--- src/logic/volume_ctrl_pkg.sv ---
package volume_ctrl_pkg;

	localparam int          NUM_CH          = 8;
	localparam int          NUM_MASTER      = 3;
	localparam int          LVL_W           = 9;
	localparam int          CLK_HZ          = 25_000_000;
	localparam int          MS_PER_S        = 1000;
	localparam int          MS_CYCLES       = CLK_HZ / MS_PER_S;

	////////////////////////////////////////////////////////////////////////////////
	// register map
	localparam logic [7:0]  REG_VOL_FIRST   = 8'h01;
	localparam logic [7:0]  REG_VOL_LAST    = 8'h08;
	localparam logic [7:0]  REG_QUARTER     = 8'h09;
	localparam logic [7:0]  REG_CH_POWER    = 8'h0D;
	localparam logic [7:0]  REG_DEV_CFG     = 8'h0E;
	localparam logic [7:0]  REG_ZC_CFG      = 8'h0F;
	localparam logic [7:0]  REG_MASTER_BASE = 8'h10;
	localparam logic [7:0]  MASTER_STRIDE   = 8'h03;
	localparam logic [7:0]  MASTER_VOL_OFS  = 8'h01;
	localparam logic [7:0]  MASTER_CTL_OFS  = 8'h02;
	localparam logic [7:0]  REG_AMP_STATUS  = 8'h19;
	localparam logic [7:0]  REG_MUTE_STATUS = 8'h1A;
	localparam logic [7:0]  REG_GROUP       = 8'h1B;

	////////////////////////////////////////////////////////////////////////////////
	// fields and reset values
	localparam int          GLOBAL_PDN_BIT  = 0;
	localparam int          ZC_ENABLE_BIT   = 0;
	localparam int          ZC_TMO_LSB      = 1;
	localparam int          ZC_TMO_MSB      = 3;
	localparam int          ZC_DISCARD_BIT  = 4;
	localparam int          QUARTER_BIT     = 0;
	localparam int          GROUP_EN_BIT    = 7;
	localparam logic [7:0]  CH_POWER_RST    = 8'h00;
	localparam logic [7:0]  DEV_CFG_RST     = 8'h01;
	localparam logic [7:0]  ZC_CFG_RST      = 8'h00;
	localparam logic [7:0]  VOL_RST         = 8'hC0;
	localparam logic [7:0]  MASK_RST        = 8'hFF;
	localparam logic [7:0]  GROUP_RST       = 8'h00;

	////////////////////////////////////////////////////////////////////////////////
	// volume coding: code = half-dB steps above -96 dB, level = quarter-dB steps
	localparam logic signed [11:0] LVL_OFFSET = 12'h180;
	localparam logic signed [11:0] LVL_MAX    = 12'h1D8;
	localparam logic signed [11:0] LVL_MIN    = 12'h000;

	////////////////////////////////////////////////////////////////////////////////
	// serial frame: chip byte, map byte, data byte
	localparam logic [4:0]  BIT_CHIP_DONE   = 5'h08;
	localparam logic [4:0]  BIT_MAP_DONE    = 5'h10;
	localparam logic [4:0]  BIT_DATA_DONE   = 5'h18;
	localparam logic [1:0]  STRAP_CAPTURE   = 2'h2;

	////////////////////////////////////////////////////////////////////////////////
	// timing in milliseconds
	localparam logic [7:0]  AMP_SEQ_MS      = 8'h0A;
	localparam logic [7:0]  ZC_TIMEOUT_MS [8] = '{8'h05, 8'h0A, 8'h0F, 8'h14, 8'h19, 8'h1E, 8'h28, 8'h32};

	typedef enum logic [2:0] {
		CH_OFF       = 3'b000,
		CH_RAMP_UP   = 3'b001,
		CH_UNMUTE    = 3'b010,
		CH_ON        = 3'b011,
		CH_MUTE      = 3'b100,
		CH_RAMP_DOWN = 3'b101
	} chan_state_e;

endpackage

--- src/logic/channel_seq.sv ---
`timescale 1ns/1ns
module channel_seq
	import volume_ctrl_pkg::*;
(
	// clock and reset
	input  wire logic              clk,
	input  wire logic              arst_n,
	// timing and zero crossing
	input  wire logic              msTick,
	input  wire logic              zcEdge,
	// configuration
	input  wire logic              immediate,
	input  wire logic [7:0]        tmoMs,
	input  wire logic              discard,
	input  wire logic              powerDown,
	input  wire logic [LVL_W-1:0]  target,
	// analog controls
	output logic      [LVL_W-1:0]  level_ff,
	output logic                   mute_ff,
	output logic                   ampOn_ff
);

	chan_state_e         state_ff, nxt_state;
	logic [LVL_W-1:0]    pend_ff, nxt_pend, lastTgt_ff, nxt_level;
	logic                pendValid_ff, nxt_pendValid, nxt_mute, nxt_ampOn;
	logic [7:0]          cnt_ff, nxt_cnt;
	logic                clrCnt;

	wire  cmd      = (target != lastTgt_ff);
	wire  timedOut = (cnt_ff >= tmoMs);
	wire  applyNow = immediate | zcEdge | timedOut;
	wire  seqDone  = (cnt_ff >= AMP_SEQ_MS);

	always_comb begin
		nxt_state     = state_ff;
		nxt_pend      = pend_ff;
		nxt_pendValid = pendValid_ff;
		nxt_level     = level_ff;
		nxt_mute      = mute_ff;
		nxt_ampOn     = ampOn_ff;
		clrCnt        = 1'b0;
		case (state_ff)
			CH_OFF: begin
				nxt_mute  = 1'b1;
				nxt_ampOn = 1'b0;
				if (!powerDown) begin
					nxt_state = CH_RAMP_UP;
					nxt_ampOn = 1'b1;
					clrCnt    = 1'b1;
				end
			end
			CH_RAMP_UP: begin
				// held at mute until the amplifier has settled
				if (powerDown) begin
					nxt_state = CH_RAMP_DOWN;
					nxt_ampOn = 1'b0;
					clrCnt    = 1'b1;
				end else if (seqDone) begin
					nxt_state = CH_UNMUTE;
					clrCnt    = 1'b1;
				end
			end
			CH_UNMUTE: begin
				if (powerDown) begin
					nxt_state = CH_RAMP_DOWN;
					nxt_ampOn = 1'b0;
					clrCnt    = 1'b1;
				end else if (applyNow) begin
					nxt_level     = target;
					nxt_mute      = 1'b0;
					nxt_pendValid = 1'b0;
					nxt_state     = CH_ON;
				end
			end
			CH_ON: begin
				if (powerDown) begin
					nxt_state = CH_MUTE;
					clrCnt    = 1'b1;
				end else if (cmd) begin
					if (pendValid_ff && !discard) begin
						nxt_level = pend_ff;
					end
					if (immediate) begin
						nxt_level     = target;
						nxt_pendValid = 1'b0;
					end else begin
						nxt_pend      = target;
						nxt_pendValid = 1'b1;
						clrCnt        = 1'b1;
					end
				end else if (pendValid_ff && applyNow) begin
					nxt_level     = pend_ff;
					nxt_pendValid = 1'b0;
				end
			end
			CH_MUTE: begin
				if (!powerDown) begin
					nxt_state = CH_ON;
				end else if (applyNow) begin
					nxt_mute      = 1'b1;
					nxt_ampOn     = 1'b0;
					nxt_pendValid = 1'b0;
					nxt_state     = CH_RAMP_DOWN;
					clrCnt        = 1'b1;
				end
			end
			CH_RAMP_DOWN: begin
				// the power-down sequence always runs to its end
				if (seqDone) begin
					nxt_state = CH_OFF;
				end
			end
			default: begin
				nxt_state = CH_OFF;
				nxt_mute  = 1'b1;
				nxt_ampOn = 1'b0;
			end
		endcase
	end

	// millisecond counter saturates so a stale timeout stays expired
	always_comb begin
		if (clrCnt) begin
			nxt_cnt = 8'h00;
		end else if (msTick && cnt_ff != 8'hFF) begin
			nxt_cnt = cnt_ff + 8'h01;
		end else begin
			nxt_cnt = cnt_ff;
		end
	end

	always_ff @(posedge clk or negedge arst_n) begin
		if (!arst_n) begin
			state_ff     <= CH_OFF;
			pend_ff      <= '0;
			pendValid_ff <= 1'b0;
			level_ff     <= '0;
			lastTgt_ff   <= '0;
			mute_ff      <= 1'b1;
			ampOn_ff     <= 1'b0;
			cnt_ff       <= 8'h00;
		end else begin
			state_ff     <= nxt_state;
			pend_ff      <= nxt_pend;
			pendValid_ff <= nxt_pendValid;
			level_ff     <= nxt_level;
			lastTgt_ff   <= target;
			mute_ff      <= nxt_mute;
			ampOn_ff     <= nxt_ampOn;
			cnt_ff       <= nxt_cnt;
		end
	end

endmodule

--- src/logic/channel_power_and_volume_update.sv ---
`timescale 1ns/1ns
// Overview of operation
// - each volume change applies at once or at next zero crossing, per configuration.
// - eight selectable timeouts 5-50 ms force the pending change when expired.
// - second command either applies the earlier one at once or discards it.
// - while reset is low everything is powered down and traffic ignored.
// - after reset port works but amplifiers stay off while global bit set.
// - channel powers up only when global and its own bit are clear.
// - reset clears all channel power-down bits and sets the global bit.
// - volume is forced to mute during a channel's amplifier power-up.
// - after power-up the volume goes to the register setting automatically.
// - channel powers down when its own bit or the global bit is set.
// - channel is muted in the same cycle that its amplifier power-down begins.
// - power-related mute and unmute obey the zero-crossing and timeout settings.
// - gain spans 118 dB in quarter-dB steps, -96 dB to +22 dB.
// - up to 128 devices share the bus, each with its own address.
// - device answers its own address and an enabled group address.
// - effective volume is individual plus masked masters, clamped to range.
module channel_power_and_volume_update
	import volume_ctrl_pkg::*;
#(
	parameter int MS_TICK_CYCLES = MS_CYCLES
) (
	// clock and reset
	input  wire logic                     clk,
	input  wire logic                     arst_n,
	// serial control port
	input  wire logic                     csPin_n,
	input  wire logic                     cclkPin,
	input  wire logic                     cdinPin,
	output logic                          cdout_ff,
	output logic                          cdoutEn_ff,
	// address straps
	input  wire logic [6:0]               addrPins,
	// zero-crossing comparators
	input  wire logic [NUM_CH-1:0]        zcPins,
	// analog channel controls
	output logic      [NUM_CH*LVL_W-1:0]  chLevel,
	output logic      [NUM_CH-1:0]        chMute,
	output logic      [NUM_CH-1:0]        chAmpOn
);

	////////////////////////////////////////////////////////////////////////////////
	// input synchronisers
	logic [2:0]         csSync_ff, clkSync_ff;
	logic [1:0]         dinSync_ff;
	logic [6:0]         addrSync1_ff, addrSync2_ff;
	logic [NUM_CH-1:0]  zcSync1_ff, zcSync2_ff, zcSync3_ff;

	always_ff @(posedge clk or negedge arst_n) begin
		if (!arst_n) begin
			csSync_ff    <= 3'h7;
			clkSync_ff   <= 3'h0;
			dinSync_ff   <= 2'h0;
			addrSync1_ff <= 7'h00;
			addrSync2_ff <= 7'h00;
			zcSync1_ff   <= '0;
			zcSync2_ff   <= '0;
			zcSync3_ff   <= '0;
		end else begin
			csSync_ff    <= {csSync_ff[1:0], csPin_n};
			clkSync_ff   <= {clkSync_ff[1:0], cclkPin};
			dinSync_ff   <= {dinSync_ff[0], cdinPin};
			addrSync1_ff <= addrPins;
			addrSync2_ff <= addrSync1_ff;
			zcSync1_ff   <= zcPins;
			zcSync2_ff   <= zcSync1_ff;
			zcSync3_ff   <= zcSync2_ff;
		end
	end

	wire               csLow   = ~csSync_ff[1];
	wire               sclkRise = clkSync_ff[1] & ~clkSync_ff[2];
	wire               sclkFall = ~clkSync_ff[1] & clkSync_ff[2];
	wire               dinBit  = dinSync_ff[1];
	// either comparator edge marks a crossing
	wire [NUM_CH-1:0]  zcEdge  = zcSync2_ff ^ zcSync3_ff;

	////////////////////////////////////////////////////////////////////////////////
	// strap capture, after reset release
	logic [1:0]  strapCnt_ff;
	logic [6:0]  devAddr_ff;

	always_ff @(posedge clk or negedge arst_n) begin
		if (!arst_n) begin
			strapCnt_ff <= 2'h0;
			devAddr_ff  <= 7'h00;
		end else if (strapCnt_ff != 2'h3) begin
			strapCnt_ff <= strapCnt_ff + 2'h1;
			if (strapCnt_ff == STRAP_CAPTURE) begin
				devAddr_ff <= addrSync2_ff;
			end
		end
	end

	////////////////////////////////////////////////////////////////////////////////
	// millisecond tick; timeouts may end up to one tick early
	logic [31:0]  tickCnt_ff;
	logic         msTick_ff;

	always_ff @(posedge clk or negedge arst_n) begin
		if (!arst_n) begin
			tickCnt_ff <= 32'h0;
			msTick_ff  <= 1'b0;
		end else begin
			msTick_ff  <= (tickCnt_ff == 32'(MS_TICK_CYCLES - 1));
			tickCnt_ff <= (tickCnt_ff == 32'(MS_TICK_CYCLES - 1)) ? 32'h0 : tickCnt_ff + 32'h1;
		end
	end

	////////////////////////////////////////////////////////////////////////////////
	// serial frame receiver
	logic [4:0]  bitCnt_ff;
	logic [7:0]  shift_ff, mapAddr_ff, outShift_ff;
	logic        hit_ff, readOp_ff;

	logic [7:0]  volReg_ff [NUM_CH];
	logic [7:0]  quarter_ff, chPower_ff, devCfg_ff, zcCfg_ff, group_ff;
	logic [7:0]  mMask_ff [NUM_MASTER];
	logic [7:0]  mVol_ff [NUM_MASTER];
	logic [7:0]  mCtl_ff [NUM_MASTER];

	wire [7:0]  shiftNext  = {shift_ff[6:0], dinBit};
	wire [4:0]  bitNext    = bitCnt_ff + 5'h1;
	wire        groupHit   = group_ff[GROUP_EN_BIT] & (shiftNext[7:1] == group_ff[6:0]);
	wire        chipHit    = (shiftNext[7:1] == devAddr_ff) | groupHit;
	wire        byteChip   = csLow & sclkRise & (bitNext == BIT_CHIP_DONE);
	wire        byteMap    = csLow & sclkRise & (bitNext == BIT_MAP_DONE);
	wire        byteData   = csLow & sclkRise & (bitNext == BIT_DATA_DONE);
	wire        wrStrobe   = byteData & hit_ff & ~readOp_ff;
	wire        rdWindow   = csLow & hit_ff & readOp_ff & (bitCnt_ff >= BIT_MAP_DONE) & (bitCnt_ff < BIT_DATA_DONE);
	wire [7:0]  wrData     = shiftNext;

	logic [7:0] rdData;

	always_ff @(posedge clk or negedge arst_n) begin
		if (!arst_n) begin
			bitCnt_ff   <= 5'h00;
			shift_ff    <= 8'h00;
			mapAddr_ff  <= 8'h00;
			hit_ff      <= 1'b0;
			readOp_ff   <= 1'b0;
			outShift_ff <= 8'h00;
			cdout_ff    <= 1'b0;
			cdoutEn_ff  <= 1'b0;
		end else if (!csLow) begin
			bitCnt_ff  <= 5'h00;
			hit_ff     <= 1'b0;
			cdoutEn_ff <= 1'b0;
		end else begin
			if (sclkRise && bitCnt_ff != 5'h1F) begin
				bitCnt_ff <= bitNext;
				shift_ff  <= shiftNext;
			end
			if (byteChip) begin
				hit_ff    <= chipHit;
				readOp_ff <= shiftNext[0];
			end
			if (byteMap) begin
				mapAddr_ff  <= shiftNext;
				outShift_ff <= rdData;
			end
			// read data change on falling edges, first bit after the map byte
			if (sclkFall && rdWindow) begin
				cdout_ff    <= outShift_ff[7];
				outShift_ff <= {outShift_ff[6:0], 1'b0};
			end
			cdoutEn_ff <= rdWindow;
		end
	end

	////////////////////////////////////////////////////////////////////////////////
	// register file
	wire [7:0]  wAddr   = mapAddr_ff;
	wire        inVol   = (wAddr >= REG_VOL_FIRST) && (wAddr <= REG_VOL_LAST);
	wire [2:0]  volIdx  = 3'(wAddr - REG_VOL_FIRST);
	wire [7:0]  mOfs    = wAddr - REG_MASTER_BASE;
	wire        inMast  = (wAddr >= REG_MASTER_BASE) && (mOfs < 8'(NUM_MASTER * MASTER_STRIDE));
	wire [1:0]  mIdx    = 2'(mOfs / MASTER_STRIDE);
	wire [7:0]  mSub    = mOfs % MASTER_STRIDE;

	always_ff @(posedge clk or negedge arst_n) begin
		if (!arst_n) begin
			for (int i = 0; i < NUM_CH; i++) begin
				volReg_ff[i] <= VOL_RST;
			end
			for (int m = 0; m < NUM_MASTER; m++) begin
				mMask_ff[m] <= MASK_RST;
				mVol_ff[m]  <= VOL_RST;
				mCtl_ff[m]  <= 8'h00;
			end
			quarter_ff <= 8'h00;
			chPower_ff <= CH_POWER_RST;
			devCfg_ff  <= DEV_CFG_RST;
			zcCfg_ff   <= ZC_CFG_RST;
			group_ff   <= GROUP_RST;
		end else if (wrStrobe) begin
			if (inVol) volReg_ff[volIdx] <= wrData;
			if (inMast && mSub == 8'h00) mMask_ff[mIdx] <= wrData;
			if (inMast && mSub == MASTER_VOL_OFS) mVol_ff[mIdx] <= wrData;
			if (inMast && mSub == MASTER_CTL_OFS) mCtl_ff[mIdx] <= wrData;
			if (wAddr == REG_QUARTER) quarter_ff <= wrData;
			if (wAddr == REG_CH_POWER) chPower_ff <= wrData;
			if (wAddr == REG_DEV_CFG) devCfg_ff <= wrData;
			if (wAddr == REG_ZC_CFG) zcCfg_ff <= wrData;
			if (wAddr == REG_GROUP) group_ff <= wrData;
		end
	end

	// read mux uses the map byte just received
	wire [7:0]  rAddr  = shiftNext;
	wire        rInVol = (rAddr >= REG_VOL_FIRST) && (rAddr <= REG_VOL_LAST);
	wire [2:0]  rVIdx  = 3'(rAddr - REG_VOL_FIRST);
	wire [7:0]  rMOfs  = rAddr - REG_MASTER_BASE;
	wire        rInM   = (rAddr >= REG_MASTER_BASE) && (rMOfs < 8'(NUM_MASTER * MASTER_STRIDE));
	wire [1:0]  rMIdx  = 2'(rMOfs / MASTER_STRIDE);
	wire [7:0]  rMSub  = rMOfs % MASTER_STRIDE;

	always_comb begin
		rdData = 8'h00;
		if (rInVol) rdData = volReg_ff[rVIdx];
		if (rInM && rMSub == 8'h00) rdData = mMask_ff[rMIdx];
		if (rInM && rMSub == MASTER_VOL_OFS) rdData = mVol_ff[rMIdx];
		if (rInM && rMSub == MASTER_CTL_OFS) rdData = mCtl_ff[rMIdx];
		if (rAddr == REG_QUARTER) rdData = quarter_ff;
		if (rAddr == REG_CH_POWER) rdData = chPower_ff;
		if (rAddr == REG_DEV_CFG) rdData = devCfg_ff;
		if (rAddr == REG_ZC_CFG) rdData = zcCfg_ff;
		if (rAddr == REG_GROUP) rdData = group_ff;
		if (rAddr == REG_AMP_STATUS) rdData = chAmpOn;
		if (rAddr == REG_MUTE_STATUS) rdData = chMute;
	end

	////////////////////////////////////////////////////////////////////////////////
	// effective level and per-channel sequencers
	wire        zcImmediate = ~zcCfg_ff[ZC_ENABLE_BIT];
	wire        zcDiscard   = zcCfg_ff[ZC_DISCARD_BIT];
	wire [7:0]  tmoMs       = ZC_TIMEOUT_MS[zcCfg_ff[ZC_TMO_MSB:ZC_TMO_LSB]];
	wire        globalPdn   = devCfg_ff[GLOBAL_PDN_BIT];

	wire signed [11:0] mLvl [NUM_MASTER];
	for (genvar m = 0; m < NUM_MASTER; m++) begin : g_master
		assign mLvl[m] = $signed({3'h0, mVol_ff[m], mCtl_ff[m][QUARTER_BIT]}) - LVL_OFFSET;
	end

	for (genvar c = 0; c < NUM_CH; c++) begin : g_ch
		// quarter-dB units, zero at -96 dB
		wire signed [11:0] indiv = $signed({3'h0, volReg_ff[c], quarter_ff[c]});
		wire signed [11:0] sum   = indiv
		                         + (mMask_ff[0][c] ? mLvl[0] : 12'sh000)
		                         + (mMask_ff[1][c] ? mLvl[1] : 12'sh000)
		                         + (mMask_ff[2][c] ? mLvl[2] : 12'sh000);
		wire signed [11:0] clamped = (sum > LVL_MAX) ? LVL_MAX : ((sum < LVL_MIN) ? LVL_MIN : sum);
		wire               pdn     = globalPdn | chPower_ff[c];

		channel_seq u_seq (
			.clk       (clk),
			.arst_n    (arst_n),
			.msTick    (msTick_ff),
			.zcEdge    (zcEdge[c]),
			.immediate (zcImmediate),
			.tmoMs     (tmoMs),
			.discard   (zcDiscard),
			.powerDown (pdn),
			.target    (clamped[LVL_W-1:0]),
			.level_ff  (chLevel[c*LVL_W +: LVL_W]),
			.mute_ff   (chMute[c]),
			.ampOn_ff  (chAmpOn[c])
		);
	end

endmodule

--- config.mk ---
export PLATFORM = sky130hd
export DESIGN_NAME = channel_power_and_volume_update
export DESIGN_NICKNAME = d
export VERILOG_FILES = /design/src/logic/volume_ctrl_pkg.sv /design/src/logic/channel_seq.sv /design/src/logic/channel_power_and_volume_update.sv
export SDC_FILE = /design/constraint.sdc
export NUM_CORES = 2
export LEC_CHECK = 0
export ABC_AREA = 1
export BUFFER_PORTS_ARGS = -buffer_cell sky130_fd_sc_hd__buf_4
export CORE_MARGIN = 2
export CORE_UTILIZATION = 57
export CTS_CLUSTER_SIZE = 25
export DETAILED_ROUTE_END_ITERATION = 10
export GPL_TIMING_DRIVEN = 0
export PLACE_DENSITY = 0.72
export SYNTH_ARGS = -nofsm -noshare
export SYNTH_HDL_FRONTEND = slang
export SYNTH_SLANG_ARGS = --single-unit
--- constraint.sdc ---
create_clock -name clk -period 11.8 [get_ports clk]
set_input_delay 1.18 -clock clk [delete_from_list [all_inputs] [get_ports clk]]
set_output_delay 1.18 -clock clk [all_outputs]
set_load 0.01 [all_outputs]
* Yosys cells after proc, flatten, opt, wreduce, memory -nomap -nowiden
Memory sizes are Yosys's and may differ from the RTL's.
Index checks and enable logic that the tools add are counted.
Widths: inputs -> output; s select.
** Operators by class
- $add $sub $neg :: 42
- Divide/modulo/power cells :: 4
- Order comparisons :: 49
- Equality and inequality tests :: 193
- Multiplexer cells :: 434
- Bitwise logic cells :: 73
- Reduce and logical (&&, ||, !) cells :: 163
** Operator list (count)
- $mux 9 :: 72
- $mux 8 :: 41
- $mux 12 :: 24
- $mux 3 :: 72
- $add 12x12->12 :: 16
- $mux 1 :: 164
- $pmux 3 s6 :: 8
- $pmux 9 s2 :: 8
- $add 10x12->12 :: 8
- $gt 12x10->1 const B :: 8
- $lt 12x1->1 const B :: 8
- $ne 2x1->1 const B :: 48
- $reduce_and 6->1 :: 16
- $reduce_and 5->1 :: 16
- $bwmux 24 :: 3
- $ne 3x1->1 const B :: 24
- $ne 9x9->1 :: 8
- $add 8x1->8 const B :: 8
- $bwmux 64 :: 1
- $eq 8x4->1 const B :: 8
- $ge 8x4->1 const B :: 8
- $ge 8x8->1 :: 8
- $ne 8x8->1 const B :: 8
- $reduce_and 4->1 :: 16
- other kinds (57) :: 357
** Storage, ports and cells
- Flip-flop bits (word level) :: 623
- ROM bits :: 64
- Output and inout port bits :: 90
- Logic and storage cells :: 1065
- Memories kept :: 1
** Memories
- (name not given) :: words 8, bits a word 8, rd ports 1, clocked after memory_dff 0, wr ports 0, line channel_power_and_volume_update.sv:238 : wire [7:0] tmoMs = ZC_TIMEOUT_MS[zcCfg_ff[ZC_TMO_MSB:ZC_TMO_LSB]];

* Longest topological paths before layout
- Depth after elaboration :: 18
- Mapped depth :: 53
- Depth with buffers taken out :: 51

* Cells and area by module
A second synthesis with hierarchy kept.
** Second synthesis, totals
- Cells, all modules :: 5573
- Area, all modules :: 43773.2 sq um
** By module, submodules not included
- channel_power_and_volume_update :: instances 1, cells each 3193, area an instance 24222.0 sq um, sequential area each 7443.4 sq um
- channel_seq (g_ch[2].u_seq ...) :: instances 6, cells each 298, area an instance 2463.6 sq um, sequential area each 1027.2 sq um
- channel_seq (g_ch[0].u_seq ...) :: instances 2, cells each 296, area an instance 2384.8 sq um, sequential area each 1027.2 sq um

* Least setup slack after synthesis
OpenSTA, ideal clock, no wires.
- Kind :: reg2reg
- From :: register mMask_ff[23] in the netlist's numbering
- To :: register g_ch[7].u_seq.level_ff[6]
- Library setup time :: 125 ps
- Arrival :: 5824 ps
- Data required time :: 11675 ps
- Setup slack :: 5852 ps
- Stages on the path, launching flop included :: 32
- Buffers on the path :: 2
- Period minus slack after synthesis :: 5948 ps
- Cell sequence :: dfstp_2 -> clkbuf_1 -> nand2_1 -> inv_1 -> fa_1 -> fa_1 -> ha_1 -> inv_1 -> fa_1 -> o21ai_0 -> a21oi_1 -> o21bai_1 -> nand2_1 -> nand2_1 -> nand2_1 -> nand2_1 -> nand2_1 -> inv_1 -> o21a_1 -> nor2_1 -> xnor2_1 -> nand2_1 -> nor2_1 -> xnor2_1 -> nand2_1 -> nor4_1 -> and2_1 -> inv_1 -> o21ai_0 -> clkbuf_1 -> mux2_2 -> mux2_2
** On the way
- Longest elaborated chain between the ends :: 11
- Elaborated cells on any way between the ends :: 18
** RTL lines
- start: declaration :: line channel_power_and_volume_update.sv:119 : logic [7:0] mMask_ff [NUM_MASTER];
- start signal: indexed assignment :: line channel_power_and_volume_update.sv:199 : if (inMast && mSub == 8'h00) mMask_ff[mIdx] <= wrData;
- $mux 12 (*) :: line channel_power_and_volume_update.sv:250 : + (mMask_ff[0][c] ? mLvl[0] : 12'sh000)
- $add 10x12->12 (*) :: line channel_power_and_volume_update.sv:250
- $add 12x12->12 (*) :: line channel_power_and_volume_update.sv:251 : + (mMask_ff[1][c] ? mLvl[1] : 12'sh000)
- $add 12x12->12 (*) :: line channel_power_and_volume_update.sv:252 : + (mMask_ff[2][c] ? mLvl[2] : 12'sh000);
- $lt 12x1->1 :: line channel_power_and_volume_update.sv:253 : wire signed [11:0] clamped = (sum > LVL_MAX) ? LVL_MAX : ((sum < LVL_MIN) ? LVL_MIN : sum);
- $mux 9 :: line channel_power_and_volume_update.sv:253
- $mux 9 (*) :: line channel_power_and_volume_update.sv:253
- via g_ch[7].clamped[5] :: line channel_power_and_volume_update.sv:253
- $ne 9x9->1 (*) :: line channel_seq.sv:29 : wire cmd = (target != lastTgt_ff);
- $mux 9 :: line channel_seq.sv:79 : end else if (cmd) begin
- $mux 9 :: line channel_seq.sv:76 : if (powerDown) begin
- $pmux 9 s2 :: line channel_seq.sv:42 : case (state_ff)
- end signal: assignment :: line channel_seq.sv:146 : level_ff <= nxt_level;
- end: declaration :: line channel_seq.sv:18 : output logic [LVL_W-1:0] level_ff,
Mark *: on every way through the listed nets, which the timed path passes. The rest lies on a longest branch. The select of a mux whose other input is x is not followed.
A chain may end at the register's enable or synchronous reset.

* Final worst setup path
- From :: register mVol_ff[8] in the netlist's numbering
- To :: register g_ch[7].u_seq.level_ff[7]
** On the way
- Longest elaborated chain between the ends :: 11
- Elaborated cells on any way between the ends :: 18
** RTL lines
- start: declaration :: line channel_power_and_volume_update.sv:120 : logic [7:0] mVol_ff [NUM_MASTER];
- start signal: indexed assignment :: line channel_power_and_volume_update.sv:200 : if (inMast && mSub == MASTER_VOL_OFS) mVol_ff[mIdx] <= wrData;
- $sub 9x9->10 (*) :: line channel_power_and_volume_update.sv:243 : assign mLvl[m] = $signed({3'h0, mVol_ff[m], mCtl_ff[m][QUARTER_BIT]}) - LVL_OFFSET;
- $mux 12 (*) :: line channel_power_and_volume_update.sv:251
- $add 12x12->12 (*) :: line channel_power_and_volume_update.sv:251
- $add 12x12->12 (*) :: line channel_power_and_volume_update.sv:252
- $lt 12x1->1 :: line channel_power_and_volume_update.sv:253
- $mux 9 :: line channel_power_and_volume_update.sv:253
- $mux 9 (*) :: line channel_power_and_volume_update.sv:253
- $ne 9x9->1 or $mux 9 (tied branches) :: line channel_seq.sv:29, channel_seq.sv:83
- $mux 9 :: line channel_seq.sv:79
- $mux 9 :: line channel_seq.sv:76
- $pmux 9 s2 :: line channel_seq.sv:42
Every way passes the cells marked *; elsewhere a longest branch is shown, timed or not. The select of a mux whose other input is x is not followed.

==> impl_metrics.py <==
metrics = {
    "run_status": {
        "status": "finished, final reports clean",
    },
    "logic_synthesis": {
        "synth_edf_count": 0,
        "netlist_instances": 5219,
        "yosysTopAreaCellShare": 0.3427,
        "yosysMostFrequentCell": "nand2_1",
        "netlist_top_cells_area": "dfrtp_1 (34%), nand2_1 (11%), inv_1 (7.8%), fa_1 (7.4%), ha_1 (6.1%)",
        "synth_largest_area_cell": "dfrtp_1",
        "syn_avg_cell_area_um2": 7.918,
        "netlist_area_um2": 41330,
        "synthTopCellsByCount": "nand2_1 (1161), inv_1 (861), dfrtp_1 (566), o21ai_0 (465), nor2_1 (457)",
        "syn_nets": 5592,
        "synthArstFlopShare": 1.000,
        "ys_seq_area_frac": 0.3790,
        "ys_warn_count": 0,
        "synth_ff_type": "dfrtp_1",
        "ys_ff_latch": 623,
        "synth.distinct_cells": 82,
    },
    "cts": {
        "cts_tree": "yes",
        "cts_hold_buf": 0,
        "insertion_delay_ns": 0.64,
        "root_buffer": "clkbuf_16",
        "htreeDepth": 3,
        "clkTransAtPathRegs_ns": 0.06,
        "cts.sinks": 623,
        "cts_buffers": 71,
        "post-cts-setup-buffers": 0,
        "clockBufferDepth": 3,
        "cts_resized": 0,
    },
    "power_and_ir_drop": {
        "power.switching_mw": 2.488,
        "p_leak_nw": 24.56,
        "p_seq_frac": 0.326,
        "irDropWorstVdd_v": 0.0003817,
        "pwr-share-clk": 0.357,
        "internal_power_mw": 4.153,
        "pwr-share-comb": 0.317,
        "cellPowerDensity_nw_per_um2": 144.2,
        "sw_frac_of_total": 0.3747,
    },
    "placed_design": {
        "dp_hpwl_mm": 86.39,
        "post_dp_cell_area_um2": 43540,
        "io_buffers": 109,
        "dp_cells": 6288,
        "routabilityCongestion": 1.023,
    },
    "cells_and_area": {
        "regArea_um2": 15660,
        "antenna_cells": 0,
        "layout-drive-gt1-share": 0.08504,
        "fin_nets": 5784,
        "stdcell_count": 6418,
        "syn2layout_area_growth_pct": 11.46,
        "final.fill_count": 6226,
        "multi_input_area_um2": 21570,
        "fin_area_um2": 46060,
    },
    "routing": {
        "wire_per_inst_um": 18.19,
        "drc": 0,
        "viasPerCell": 5.565,
        "wirelength_mm": 116.7,
        "drt_iter0_markers": 3492,
        "antenna_left": 0,
        "first_pass_iters": 7,
        "vias": 35720,
    },
    "floorplanning": {
        "start_util": 0.5771,
        "rows": 98,
        "core_area_um2": 71610,
        "die_w_um": 273.3,
        "die_y_um": 273.3,
        "dieArea_um2": 74670,
        "ios": 110,
    },
    "timing": {
        "post-route-period-util": 0.6836,
        "post-route-min-period_ns": 8.066,
        "finalMaxSlewViolations": 0,
        "fin_worst_skew_ns": 0.02663,
        "slew_headroom": 0.1177,
        "fmax_ghz": 0.1240,
        "tightest_slew_ns": 1.306,
        "fin_setup_tns_ns": 0,
        "final_hold_viol_count": 0,
        "setup_viol": 0,
        "rsz0062_at_grt": "false",
    },
    "critical_path": {
        "critPathRequiredTime_ns": 12.31,
        "worstPathMaxFanout": 10,
        "critPathKind": "flop to flop",
        "worstSetupStartpointType": "flop",
        "cp_data_arrival_time_ns": 8.57,
        "crit_top_cell": "nand2_1",
        "worst_path_max_delay_cell": "nor4_2",
        "end_kind": "flop",
        "cpPeakStageDelay_ns": 1.03,
    },
    "global_route": {
        "grt_pass1_wl_mm": 183.8,
        "gr-total-overflow": 0,
        "grt_max_degree": 119,
        "grt_pass1_vias": 33760,
        "antenna_found_initial": 2,
        "grt_usage": 0.3137,
    },
    "min_path": {
        "min-delay-path-class": "flop to flop",
    },
    "job": {
        "cap_violations": 0,
    },
}
==> routing by layer <==
metal,global-route usage,vias up,routed length [µm],share of wire
li1,-,17020,-,-
met5,0,-,42,0.00036
met2,0.4836,1349,51580,0.44
met4,0.1228,2,4984,0.043
met3,0.06798,271,10050,0.086
met1,0.4333,17080,50090,0.43
==> power by group through the flow <==
stage	logic [mW]	registers, mW	clock network (mW)
after global routing	2.28	2.16	2.48
after global placement	2.00	2.20	0
final	2.11	2.16	2.37
after floorplan	1.49	2.20	0
after CTS	2.04	2.16	2.40
after detailed placement	2.04	2.20	0
==> cell usage in the layout, fill, tap and decap left out, types with 21 or more instances in the layout <==
master / n
a21oi_1: 185
buf_4: 132
clkbuf_1: 146
clkbuf_16: 75
dfrtp_1: 566
dfstp_2: 57
fa_1: 152
ha_1: 201
inv_1: 861
mux2_2: 31
nand2_1: 1161
nand3_1: 163
nand4_1: 45
nor2_1: 457
nor3_1: 80
nor4_1: 27
o211ai_1: 37
o21a_1: 50
o21ai_0: 461
o21ai_1: 21
o31ai_1: 23
xnor2_1: 91
xor2_1: 93
==> cell families (layout without fill, tap and decap cells) <==
kind of cell | Yosys count | count (layout) | share of synthesized area
muxes | 32 | 32 | 0.008689
AOI/OAI and AO/OA | 929 | 929 | 0.1300
xor gates and xnor gates | 185 | 185 | 0.03966
and+or+nand+nor | 2038 | 2038 | 0.2089
buffers and inverters | 1059 | 1308 | 0.09934
adders and majority gates | 353 | 353 | 0.1345
DFF | 623 | 623 | 0.3790
==> sequential cells by signal, indices dropped and copies added (netlist names), 24 cells and up <==
signal                 cells
g_ch.indiv                64
g_ch.u_seq.state_ff       24
g_ch.u_seq.lastTgt_ff     72
mCtl_ff                   24
g_ch.u_seq.cnt_ff         64
mVol_ff                   24
mMask_ff                  24
tickCnt_ff                32
g_ch.u_seq.level_ff       72
g_ch.u_seq.pend_ff        72
==> through the flow <==
| stage | hold slack [ns] | util | setup WS [ns] | power, mW |
|---|---|---|---|---|
| 6_report | 0.3423 | 0.6432 | 3.734 | 6.641 |
| 5_1_grt | 0.3529 | 0.6432 | 3.166 | 6.927 |
| 2_1_floorplan | 0.3312 | - | 5.852 | 3.689 |
| 4_1_cts | 0.3394 | 0.6432 | 3.669 | 6.606 |
| 3_3_place_gp | 0.3320 | 0.6051 | 2.554 | 4.205 |
| 3_5_place_dp | 0.3347 | 0.6081 | 3.645 | 4.241 |
==> final cells by class <==
class	count	share of cell area
Timing Repair Buffer	119	0.02219
Tap cell	950	0.02581
Inverter	880	0.07180
Clock buffer	98	0.04501
Sequential cell	623	0.3400
Buffer	179	0.01733
Multi-Input combinational cell	3537	0.4682
Clock inverter	32	0.009616
==> critical path, delay by kind of cell (launching register included) <==
family	cells	cell delay [ns]
simple gates	14	2.51
mux	1	0.38
buf+inv	7	1.72
compound gates	5	0.76
xor+xnor	2	0.56
fa+ha+maj	4	1.64
flops	1	0.33
==> path summary, 6_finish.rpt <==
check	from	to	slack [ns]	cells past startpoint
max	mVol_ff[8]	g_ch[7].u_seq.level_ff[7]	3.73	33
min	zcSync1_ff[7]	zcSync2_ff[7]	0.34	0
max reg2reg	mVol_ff[8]	g_ch[7].u_seq.level_ff[7]	3.73	33
min reg2reg	zcSync1_ff[7]	zcSync2_ff[7]	0.34	0
max in group asynchronous	arst_n	g_ch[7].indiv[7]	9.08	5
min in group asynchronous	arst_n	zcSync1_ff[1]	0.49	1
(Power assumes the default switching activity.)
